$ cat config.mk
export PLATFORM = sky130hd
export DESIGN_NAME = csbu_unit
export DESIGN_NICKNAME = d
export VERILOG_FILES = /design/src/pkg/csbu_pkg.sv /design/src/csbu_sub_flags.sv /design/src/csbu_unit.sv
export SDC_FILE = /design/constraint.sdc
export NUM_CORES = 1
export LEC_CHECK = 0
export ABC_AREA = 1
export BUFFER_PORTS_ARGS = -buffer_cell sky130_fd_sc_hd__buf_2
export CAP_MARGIN = 20
export CORE_MARGIN = 4
export CORE_UTILIZATION = 61
export DETAILED_ROUTE_END_ITERATION = 8
export MAX_ROUTING_LAYER = met4
export PLACE_DENSITY = 0.89
export SYNTH_ARGS = -nofsm -noshare
export SYNTH_HDL_FRONTEND = slang
export SYNTH_HIERARCHICAL = 1
export SYNTH_SLANG_ARGS = --single-unit
$ cat constraint.sdc
create_clock -name ref_clk -period 6.2 [get_ports ref_clk]
set_clock_uncertainty 0.1 [all_clocks]
set_input_delay 1.86 -clock ref_clk [delete_from_list [all_inputs] [get_ports ref_clk]]
set_output_delay 1.86 -clock ref_clk [all_outputs]
set_load 0.03 [all_outputs]
$ cat src/pkg/csbu_pkg.sv
// Shared types and constants of the compare, skip and branch unit.
package csbu_pkg;

  // Datapath widths.
  localparam int CSBU_DATA_W = 8;
  localparam int CSBU_PC_W = 16;
  localparam int CSBU_OFF_W = 7;

  // Status register bit positions.
  localparam int CSBU_FLAG_C = 0;
  localparam int CSBU_FLAG_Z = 1;
  localparam int CSBU_FLAG_N = 2;
  localparam int CSBU_FLAG_V = 3;
  localparam int CSBU_FLAG_H = 5;

  // Program counter steps in words.
  localparam logic [CSBU_PC_W-1:0] CSBU_STEP_NEXT = 16'h0001;
  localparam logic [CSBU_PC_W-1:0] CSBU_STEP_SKIP_SHORT = 16'h0002;
  localparam logic [CSBU_PC_W-1:0] CSBU_STEP_SKIP_LONG = 16'h0003;

  // Cycle counts of each outcome.
  localparam logic [1:0] CSBU_CYC_ONE = 2'h1;
  localparam logic [1:0] CSBU_CYC_TWO = 2'h2;
  localparam logic [1:0] CSBU_CYC_THREE = 2'h3;

  // Reset values.
  localparam logic [CSBU_PC_W-1:0] CSBU_PC_RESET = 16'h0000;
  localparam logic [CSBU_DATA_W-1:0] CSBU_STATUS_REGISTER_RESET = 8'h00;

  typedef enum logic [3:0] {
    compare_skip_equal,
    compare_regs,
    compare_with_borrow_in,
    compare_immediate,
    skip_reg_bit_clear,
    skip_reg_bit_set,
    skip_io_bit_clear,
    skip_io_bit_set,
    branch_flag_set,
    branch_flag_clear,
    branch_equal,
    branch_unequal,
    branch_borrow_set,
    branch_borrow_clear
  } csbu_op_type;

  typedef struct packed {
    csbu_op_type op;
    logic [CSBU_DATA_W-1:0] dst_val;
    logic [CSBU_DATA_W-1:0] src_reg;
    logic [CSBU_DATA_W-1:0] imm;
    logic [CSBU_DATA_W-1:0] io_val;
    logic [2:0] bit_sel;
    logic [2:0] flag_sel;
    logic [CSBU_OFF_W-1:0] offset;
    logic [CSBU_DATA_W-1:0] status_register;
    logic [CSBU_PC_W-1:0] program_counter;
    logic next_two_word;
  } csbu_req_type;

  typedef struct packed {
    logic [CSBU_PC_W-1:0] program_counter;
    logic [CSBU_DATA_W-1:0] status_register;
    logic status_we;
  } csbu_res_type;

  function automatic logic [CSBU_PC_W-1:0] csbu_pc_plus(
    input logic [CSBU_PC_W-1:0] pc,
    input logic [CSBU_PC_W-1:0] delta
  );
    return pc + delta;
  endfunction : csbu_pc_plus

  function automatic logic [CSBU_PC_W-1:0] csbu_sext_off(
    input logic [CSBU_OFF_W-1:0] off
  );
    return {{(CSBU_PC_W-CSBU_OFF_W){off[CSBU_OFF_W-1]}}, off};
  endfunction : csbu_sext_off

endpackage : csbu_pkg

$ cat src/csbu_sub_flags.sv
// Subtract-and-flag logic for the compare instructions.
`timescale 1ns/1ps
`default_nettype none
module csbu_sub_flags
  import csbu_pkg::*;
(
  // Operands.
  input wire logic [CSBU_DATA_W-1:0] a,
  input wire logic [CSBU_DATA_W-1:0] b,
  input wire logic borrow_in,
  input wire logic chain_zero,
  // Flags in and out.
  input wire logic [CSBU_DATA_W-1:0] status_register_in,
  output logic [CSBU_DATA_W-1:0] status_register_out
);

  logic [CSBU_DATA_W:0] diff;
  logic [CSBU_DATA_W-1:0] r;

  always_comb begin
    diff = {1'b0, a} - {1'b0, b} - {{CSBU_DATA_W{1'b0}}, borrow_in};
    r = diff[CSBU_DATA_W-1:0];
    status_register_out = status_register_in;
    status_register_out[CSBU_FLAG_C] = diff[CSBU_DATA_W];
    // With chaining the zero flag only survives if it was already set.
    status_register_out[CSBU_FLAG_Z] = (r == 8'h00) &
                            (~chain_zero | status_register_in[CSBU_FLAG_Z]);
    status_register_out[CSBU_FLAG_N] = r[7];
    status_register_out[CSBU_FLAG_V] = (a[7] & ~b[7] & ~r[7]) | (~a[7] & b[7] & r[7]);
    status_register_out[CSBU_FLAG_H] = (~a[3] & b[3]) | (b[3] & r[3]) | (r[3] & ~a[3]);
  end

endmodule : csbu_sub_flags
`default_nettype wire

$ cat src/csbu_unit.sv
// Compare, skip and conditional branch unit of the core.
// Functional notes
// - Equal registers skip next; no flags changed.
// - Compares set Z N V C H, one cycle.
// - Register bit zero skips next instruction.
// - Register bit one skips next instruction.
// - I/O bit zero skips next instruction.
// - I/O bit one skips next instruction.
// - Selected flag set branches pc+k+1.
// - Selected flag clear branches pc+k+1.
// - Zero flag set branches pc+k+1.
// - Zero flag clear branches pc+k+1.
// - Carry set branches pc+k+1.
// - Carry clear branches pc+k+1.
`timescale 1ns/1ps
`default_nettype none
module csbu_unit
  import csbu_pkg::*;
(
  // Clock and reset.
  input wire logic ref_clk,
  input wire logic rst_n,
  // Instruction request.
  input wire logic req_valid,
  input wire csbu_req_type req,
  output logic req_ready,
  // Result.
  output logic done,
  output csbu_res_type res
);

  typedef enum logic {
    ST_IDLE,
    ST_HOLD
  } csbu_state_type;

  csbu_state_type state;
  logic [1:0] remain;
  logic take;
  logic [CSBU_DATA_W-1:0] cmp_status_register;
  logic [CSBU_DATA_W-1:0] cmp_b;
  logic skip_cond;
  logic br_cond;
  logic is_cmp;
  logic is_skip;
  logic [CSBU_PC_W-1:0] next_pc;
  logic [1:0] next_cyc;

  assign take = req_valid & req_ready;

  ////////////////////////////////////////////////////////////////////////////
  // Condition decode.

  always_comb begin
    cmp_b = (req.op == compare_immediate) ? req.imm : req.src_reg;
    skip_cond = 1'b0;
    br_cond = 1'b0;
    is_cmp = 1'b0;
    is_skip = 1'b0;
    unique case (req.op)
      compare_skip_equal: begin
        is_skip = 1'b1;
        skip_cond = (req.dst_val == req.src_reg);
      end
      compare_regs, compare_with_borrow_in, compare_immediate: begin
        is_cmp = 1'b1;
      end
      skip_reg_bit_clear: begin
        is_skip = 1'b1;
        skip_cond = ~req.src_reg[req.bit_sel];
      end
      skip_reg_bit_set: begin
        is_skip = 1'b1;
        skip_cond = req.src_reg[req.bit_sel];
      end
      skip_io_bit_clear: begin
        is_skip = 1'b1;
        skip_cond = ~req.io_val[req.bit_sel];
      end
      skip_io_bit_set: begin
        is_skip = 1'b1;
        skip_cond = req.io_val[req.bit_sel];
      end
      branch_flag_set: begin
        br_cond = req.status_register[req.flag_sel];
      end
      branch_flag_clear: begin
        br_cond = ~req.status_register[req.flag_sel];
      end
      branch_equal: begin
        br_cond = req.status_register[CSBU_FLAG_Z];
      end
      branch_unequal: begin
        br_cond = ~req.status_register[CSBU_FLAG_Z];
      end
      branch_borrow_set: begin
        br_cond = req.status_register[CSBU_FLAG_C];
      end
      branch_borrow_clear: begin
        br_cond = ~req.status_register[CSBU_FLAG_C];
      end
      // Unused operation codes complete as a plain one-word step.
      default: begin
      end
    endcase
  end

  csbu_sub_flags u_sub (
    .a(req.dst_val),
    .b(cmp_b),
    .borrow_in((req.op == compare_with_borrow_in) &
               req.status_register[CSBU_FLAG_C]),
    .chain_zero(req.op == compare_with_borrow_in),
    .status_register_in(req.status_register),
    .status_register_out(cmp_status_register)
  );

  ////////////////////////////////////////////////////////////////////////////
  // Next program counter and cycle count.

  always_comb begin
    next_pc = csbu_pc_plus(req.program_counter, CSBU_STEP_NEXT);
    next_cyc = CSBU_CYC_ONE;
    if (is_skip && skip_cond) begin
      if (req.next_two_word) begin
        next_pc = csbu_pc_plus(req.program_counter,
                               CSBU_STEP_SKIP_LONG);
        next_cyc = CSBU_CYC_THREE;
      end else begin
        next_pc = csbu_pc_plus(req.program_counter,
                               CSBU_STEP_SKIP_SHORT);
        next_cyc = CSBU_CYC_TWO;
      end
    end else if (br_cond) begin
      next_pc = csbu_pc_plus(next_pc, csbu_sext_off(req.offset));
      next_cyc = CSBU_CYC_TWO;
    end
  end

  ////////////////////////////////////////////////////////////////////////////
  // Result capture.

  always_ff @(posedge ref_clk) begin
    if (!rst_n) begin
      res <= '{CSBU_PC_RESET, CSBU_STATUS_REGISTER_RESET, 1'b0};
    end else if (take) begin
      res.program_counter <= next_pc;
      res.status_register <= is_cmp ? cmp_status_register :
                             req.status_register;
      res.status_we <= is_cmp;
    end else if (done) begin
      res.status_we <= 1'b0;
    end
  end

  ////////////////////////////////////////////////////////////////////////////
  // Cycle sequencer.

  always_ff @(posedge ref_clk) begin
    if (!rst_n) begin
      state <= ST_IDLE;
      remain <= 2'h0;
      done <= 1'b0;
      req_ready <= 1'b1;
    end else begin
      unique case (state)
        ST_IDLE: begin
          done <= 1'b0;
          if (take) begin
            if (next_cyc == CSBU_CYC_ONE) begin
              done <= 1'b1;
            end else begin
              state <= ST_HOLD;
              remain <= next_cyc - 2'h1;
              req_ready <= 1'b0;
            end
          end
        end
        ST_HOLD: begin
          remain <= remain - 2'h1;
          if (remain == 2'h1) begin
            state <= ST_IDLE;
            done <= 1'b1;
            req_ready <= 1'b1;
          end
        end
      endcase
    end
  end

  ////////////////////////////////////////////////////////////////////////////
  // Assertions.

  property p_cmp_one_cycle;
    @(posedge ref_clk) disable iff (!rst_n)
    take && is_cmp |=> done && res.status_we;
  endproperty
  a_cmp_one_cycle: assert property (p_cmp_one_cycle)
    else $error("compare did not finish in one cycle");

  property p_cmp_carry;
    @(posedge ref_clk) disable iff (!rst_n)
    take && req.op == compare_regs |=>
      res.status_register[CSBU_FLAG_C] ==
        ($past(req.dst_val) < $past(req.src_reg));
  endproperty
  a_cmp_carry: assert property (p_cmp_carry)
    else $error("compare carry flag wrong");

  // The result pc and flags only move at an accept, so the first edge after a skip is
  // accepted shows what it leaves for its whole duration.
  property p_skip_no_flags;
    @(posedge ref_clk) disable iff (!rst_n)
    take && is_skip |=> !res.status_we &&
      res.status_register == $past(req.status_register);
  endproperty
  a_skip_no_flags: assert property (p_skip_no_flags)
    else $error("skip wrote the status register");

  property p_equal_skip_short;
    @(posedge ref_clk) disable iff (!rst_n)
    take && req.op == compare_skip_equal && req.dst_val == req.src_reg &&
      !req.next_two_word |=> !done ##1 done &&
      res.program_counter == csbu_pc_plus($past(req.program_counter, 2),
                                          CSBU_STEP_SKIP_SHORT);
  endproperty
  a_equal_skip_short: assert property (p_equal_skip_short)
    else $error("equal skip short wrong");

  property p_equal_no_skip;
    @(posedge ref_clk) disable iff (!rst_n)
    take && req.op == compare_skip_equal && req.dst_val != req.src_reg |=>
      done && res.program_counter ==
        csbu_pc_plus($past(req.program_counter), CSBU_STEP_NEXT);
  endproperty
  a_equal_no_skip: assert property (p_equal_no_skip)
    else $error("unequal compare skipped");

  property p_regbit_skip_long;
    @(posedge ref_clk) disable iff (!rst_n)
    take && req.op == skip_reg_bit_clear && !req.src_reg[req.bit_sel] &&
      req.next_two_word |=> !done [*2] ##1 done &&
      res.program_counter == csbu_pc_plus($past(req.program_counter, 3),
                                          CSBU_STEP_SKIP_LONG);
  endproperty
  a_regbit_skip_long: assert property (p_regbit_skip_long)
    else $error("long skip wrong");

  property p_iobit_set_skip;
    @(posedge ref_clk) disable iff (!rst_n)
    take && req.op == skip_io_bit_set && req.io_val[req.bit_sel] |->
      ##[2:3] done;
  endproperty
  a_iobit_set_skip: assert property (p_iobit_set_skip)
    else $error("io bit set skip missing");

  property p_flag_branch_taken;
    @(posedge ref_clk) disable iff (!rst_n)
    take && req.op == branch_flag_set &&
      req.status_register[req.flag_sel] |=> !done ##1 done &&
      res.program_counter == csbu_pc_plus(
        csbu_pc_plus($past(req.program_counter, 2),
                     csbu_sext_off($past(req.offset, 2))), CSBU_STEP_NEXT);
  endproperty
  a_flag_branch_taken: assert property (p_flag_branch_taken)
    else $error("taken flag branch wrong");

  property p_unequal_not_taken;
    @(posedge ref_clk) disable iff (!rst_n)
    take && req.op == branch_unequal && req.status_register[CSBU_FLAG_Z] |=>
      done && !res.status_we && res.program_counter ==
        csbu_pc_plus($past(req.program_counter), CSBU_STEP_NEXT);
  endproperty
  a_unequal_not_taken: assert property (p_unequal_not_taken)
    else $error("branch on unequal taken wrongly");

  property p_ready_low_while_held;
    @(posedge ref_clk) disable iff (!rst_n)
    take && req.op == branch_borrow_set &&
      req.status_register[CSBU_FLAG_C] |=> !req_ready ##1 req_ready && done;
  endproperty
  a_ready_low_while_held: assert property (p_ready_low_while_held)
    else $error("carry branch timing wrong");

endmodule : csbu_unit
`default_nettype wire

# After elaboration in Yosys (flattened, before gate mapping)
# Index checks and enable logic that the tools add are counted.
dict set report word_totals {
  reg_bits 30
  inputBits 77
  out_inout_bits 27
  wordCells 103
}
dict set report op_classes {
  addsub 8
  magnitude_cmp 2
  n_eq_ne 19
  n_mux 34
  bitwise 25
  n_reduce_logical 8
}
# op n
set op_table {}
lappend op_table {{16-bit two-way mux} 3}
lappend op_table {{16-bit by 2-bit adder with 16-bit output (second input constant)} 2}
lappend op_table {{4-bit equality test (second input constant)} 6}
lappend op_table {{16-bit by 1-bit adder with 16-bit output (second input constant)} 1}
lappend op_table {{16-bit adder} 1}
lappend op_table {{4-bit by 3-bit equality test with 1-bit output (second input constant)} 4}
lappend op_table {{1-bit two-way mux} 16}
lappend op_table {{1-bit NOT} 11}
lappend op_table {{1-bit bitwise AND} 10}
lappend op_table {{1-bit binary-select mux with 3-bit select} 3}
lappend op_table {{8-bit by 8-bit subtractor with 9-bit output} 1}
lappend op_table {{9-bit by 1-bit subtractor with 9-bit output} 1}
lappend op_table {{4-bit by 2-bit equality test with 1-bit output (second input constant)} 2}
lappend op_table {{8-bit equality test} 1}
lappend op_table {{8-bit zero test} 1}
lappend op_table {{3-bit by 4-bit < comparator with 1-bit output (second input constant)} 2}
lappend op_table {{2-bit two-way mux} 4}
lappend op_table {{8-bit two-way mux} 1}
lappend op_table {{6-bit two-way mux} 1}
lappend op_table {{1-bit one-hot mux with 2 select lines} 3}
lappend op_table {{1-bit one-hot mux with 6 select lines} 1}
lappend op_table {{1-bit one-hot mux with 5 select lines} 1}
lappend op_table {{5-bit OR reduction} 1}
lappend op_table {{2-bit by 1-bit equality test with 1-bit output (second input constant)} 2}
lappend op_table {{12 further kinds} 17}

# Logic depth before layout (Yosys ltp)
dict set report depth {
  ltp_word 10
  depth_mapped 22
  depth_no_buf 22
}

# Cells and area by module
# Netlist, hierarchy kept.
# module n_inst cells_per_inst area_per_inst_um2
set by_module_without_submodules {}
lappend by_module_without_submodules {csbu_unit 1 657 3875.0}
lappend by_module_without_submodules {csbu_sub_flags 1 118 673.1}

# Least setup slack after synthesis
# OpenSTA, ideal clock, no wires.
dict set report synth_timing {
  kind {in2reg}
  from {in req[72] (netlist bit)}
  to {reg res[2] (netlist bit)}
  setup_time_ns 0.058
  arrival_time_ns 4.196
  t_required_ns 6.042
  slack_ns 1.846
  path_stages 20
  n_path_buf 1
  cell_sequence {nor2_1 nand2_1 clkbuf_1 a21oi_1 inv_1 fa_1 inv_1 ha_1 or2_0 nand2_1 nand3_1 nand2_1 nand2_1 inv_1 nand3_1 nor2_2 nand2_1 o211ai_1 o211ai_1 inv_1}
}
dict set report synth_between {
  elab_chain_len 7
  elab_cells_between_ends 14
  classes_between {add/sub: 2; eq/ne: 3; mux: 3; bitwise: 4; reduce/logical: 2}
}
# element line
set synth_rtl {}
lappend synth_rtl {{from (decl)} csbu_unit.sv:25} ;# input wire csbu_req_type req,
lappend synth_rtl {{4-bit by 2-bit equality test with 1-bit output} csbu_unit.sv:55} ;# cmp_b = (req.op == compare_immediate) ? req.imm : req.src_reg;
lappend synth_rtl {{8-bit two-way mux} csbu_unit.sv:55}
lappend synth_rtl {{via cmp_b[0]} csbu_unit.sv:41} ;# logic [CSBU_DATA_W-1:0] cmp_b;
lappend synth_rtl {{8-bit by 8-bit subtractor with 9-bit output} csbu_sub_flags.sv:21} ;# diff = {1'b0, a} - {1'b0, b} - {{CSBU_DATA_W{1'b0}}, borrow_in};
lappend synth_rtl {{9-bit by 1-bit subtractor with 9-bit output} csbu_sub_flags.sv:21}
lappend synth_rtl {{8-bit zero test} csbu_sub_flags.sv:26} ;# status_register_out[CSBU_FLAG_Z] = (r == 8'h00) &
lappend synth_rtl {{1-bit bitwise AND} csbu_sub_flags.sv:26}
lappend synth_rtl {{via cmp_status_register[1]} csbu_unit.sv:40} ;# logic [CSBU_DATA_W-1:0] cmp_status_register;
lappend synth_rtl {{6-bit two-way mux} csbu_unit.sv:148} ;# res.status_register <= is_cmp ? cmp_status_register :
lappend synth_rtl {{to (signal assigned)} csbu_unit.sv:145} ;# res <= '{CSBU_PC_RESET, CSBU_STATUS_REGISTER_RESET, 1'b0};
lappend synth_rtl {{to (decl)} csbu_unit.sv:29} ;# output csbu_res_type res
# The timed path passes the listed nets, and every way through them passes these cells.
# A chain may end at the register's enable or synchronous reset.

# Worst setup path in the final report
# Ends and elaborated chain as after synthesis.

==> reports/summary.txt <==
RePlAce Congestion: 0.971
filler cell count: 631
ys flop type: dfxtp_1
gr usage total: 30.2%
CTS buffer count: 5
Multi-input gate area: 0.00333 mm^2
Longest Clk Path Bufs: 2
crit end category: flip-flop
vias in the first global route: 4772
cts hold-fix bufs: 0
setup TNS: 0 ns
Place WS: 1.45 ns
Root Driver: clkbuf_8
grt peak-use layer: met2
Die Ht: 94.3 um
Synth area leaders: nand2_1 (19%), dfxtp_1 (13%), ha_1 (11%)
via count: 5251
Buffers on Ports: 103
DR WL/cell: 13.5 um
Least-Margin Pin Slew: 0.622 ns
CP Class: in -> reg
cells after synthesis: 775
number of synthesized flops with an enable pin: 0
drt first-iter violations: 440
Clk pwr share: 18.5%
initial antenna violation count: 0
fraction of layout cells with a size suffix above 1: 17.2%
cell taking the most area after synthesis: nand2_1
synth warn: 6
CP max FO: 16
Final Cycle Share: 72.4%
antenna cells: 0
Slew Limit Fails: 0
post-route ant nets: 0
Fmax: 223 MHz
CTS sink count: 30
FFs w/ async S/R, synth: 0%
Crit path required time: 6.32 ns
most frequent cell after synthesis: nand2_1
CTS tree: done
Power Dens Cells: 170 mW/mm^2
Chip Width: 94.3 um
Row Count: 31
Post-Synthesis Net Count: 895
min Tclk post-route: 4.49 ns
synthesis-to-layout area growth: 13.9%
share of the synthesized area in the top cell type: 19.3%
Critical Path AT: 4.61 ns
final setup fails: 0
max_cap viols: 0
nets: 986
sw frac: 45.9%
vias per cell: 5.44
crit path launch type: input port
grt met1 use: 39.7%
Post-CTS Resized: 0
unrepaired setup endpoints after global routing: false
Int Pwr: 0.476 mW
postcts setup bufs: 0
P_sw: 0.403 mW
Final Hold Fails: 0
register area: 601 um^2
H-tree lvl count: 2
status: completed
relative slew slack: 58.5%
Cell Area, Synth: 0.00455 mm^2
Cell variety after synth: 42
maximum number of pins on one net before global-route repair: 39
final WL: 13100 um
gr ovfl total: 0
Initial DRT Pass Iterations: 5
FF+latch count, synth: 30
DRC viols: 0
peak supply drop: 0.0767 mV
syn avg cell area: 5.87 um^2
Worst Hold Class: reg -> reg
post-layout util: 71.4%
Seq/Total Area, Yosys: 13.2%
Top Ports: 104
final worst slack: 1.71 ns
P_leak: 2.94 nW
first-pass GRT wire length: 21500 um
Comb pwr share: 55.1%
CTS clock-pin slew for the worst setup and hold paths: 0.07 ns
GRT met2 Usage: 49.2%
top cells by count, synth: nand2_1 (234), inv_1 (119), nor2_1 (76)
sequential fraction of design power: 26.4%
clk_lat worst skew: 0.28 ns
HPWL after DPL: 10700 um
Starting Density: 62.7%
die area: 0.00890 mm^2
M3 GR Usage: 3.90%
Core ar.: 0.00725 mm^2
-- metal layers --
| metal | part of all wire, % | vias to the layer above |
|---|---|---|
| met5 | 0 | - |
| met4 | 1.6 | 0 |
| met3 | 8.0 | 28 |
| met2 | 47 | 226 |
| met1 | 44 | 2373 |
| li1 | - | 2624 |
-- flip-flops by register name (all words and copies together), names as in the netlist --
signal     cells
res           25
req_ready      1
state          1
done           1
remain         2
-- layout by cell type, fill, tap and decap left out, types with 2 or more instances in the layout --
cell type / instances
nand2_2: 8
a21o_1: 4
xor2_1: 27
nand3_4: 2
ha_1: 40
buf_2: 103
nor2_2: 4
o21ai_0: 18
inv_2: 6
clkinv_1: 3
xnor2_2: 2
nand3_1: 50
nand2_1: 234
a31oi_1: 2
nor3_1: 6
nor2_1: 76
a21oi_1: 44
nand3_2: 4
a21oi_2: 3
inv_1: 119
xnor2_1: 12
nor2_4: 2
clkbuf_8: 6
nand4_1: 11
o211ai_1: 18
o21ai_1: 10
dfxtp_1: 30
nand3b_1: 7
fa_1: 3
-- worst max-delay path, cell delays in order --
cell and delay, ns:
buf_2 0.12, nor2_1 0.17, nand2_1 0.31, a21oi_1 0.25, inv_1 0.07, fa_1 0.53, inv_1 0.05, ha_1 0.18
or2_0 0.21, nand2_1 0.10, nand3_1 0.08, nand2_1 0.08, nand2_1 0.05, inv_1 0.05, nand3_1 0.08, nor2_2 0.08
nand2_1 0.05, o211ai_1 0.09, o211ai_1 0.12, inv_1 0.07
-- power by group through the flow --
stage | clock [mW] | combinational [mW] | sequential, mW
2_1_floorplan | 0 | 0.307 | 0.275
3_5_place_dp | 0 | 0.470 | 0.235
5_1_grt | 0.175 | 0.542 | 0.235
6_report | 0.162 | 0.484 | 0.232
4_1_cts | 0.163 | 0.472 | 0.231
3_3_place_gp | 0 | 0.457 | 0.235
-- worst paths after layout --
| path | start | end | slack (ns) | cells past startpoint |
|---|---|---|---|---|
| hold reg to reg | res[0] | res[0] | 0.37 | 2 |
| setup reg to reg | req_ready | res[7] | 4.13 | 6 |
| hold / removal | res[0] | res[0] | 0.37 | 2 |
| setup / recovery | req[72] | res[2] | 1.71 | 20 |
-- metrics by stage --
stage	instance area [um^2]	power (mW)	hold slack, ns	cells
2_1_floorplan	4550	0.582	0.354	775
4_1_cts	5150	0.867	0.368	965
3_5_place_dp	5060	0.705	0.358	957
6_report	5180	0.879	0.366	966
3_3_place_gp	5060	0.692	0.351	957
5_1_grt	5180	0.951	0.409	966
-- cell families after synthesis --
group                    Yosys count  synth area share, %
XOR/XNOR                          41                 8.23
flip-flops                        30                 13.2
AND/OR/NAND/NOR                  409                 39.4
adder cells (fa/ha/maj)           43                 12.3
AO/OA/AOI/OAI                    103                 13.2
buffers and inverters            149                 13.6
-- cell type report --
type / count / share of cell area (%)
clock buffer: 6 / 1.59
clock inverter: 2 / 0.242
inverter: 129 / 9.44
multi-input combinational: 596 / 64.3
sequential: 30 / 11.6
tap: 99 / 2.39
timing repair buffer: 104 / 10.5
Power figures use the tool's default switching activity.
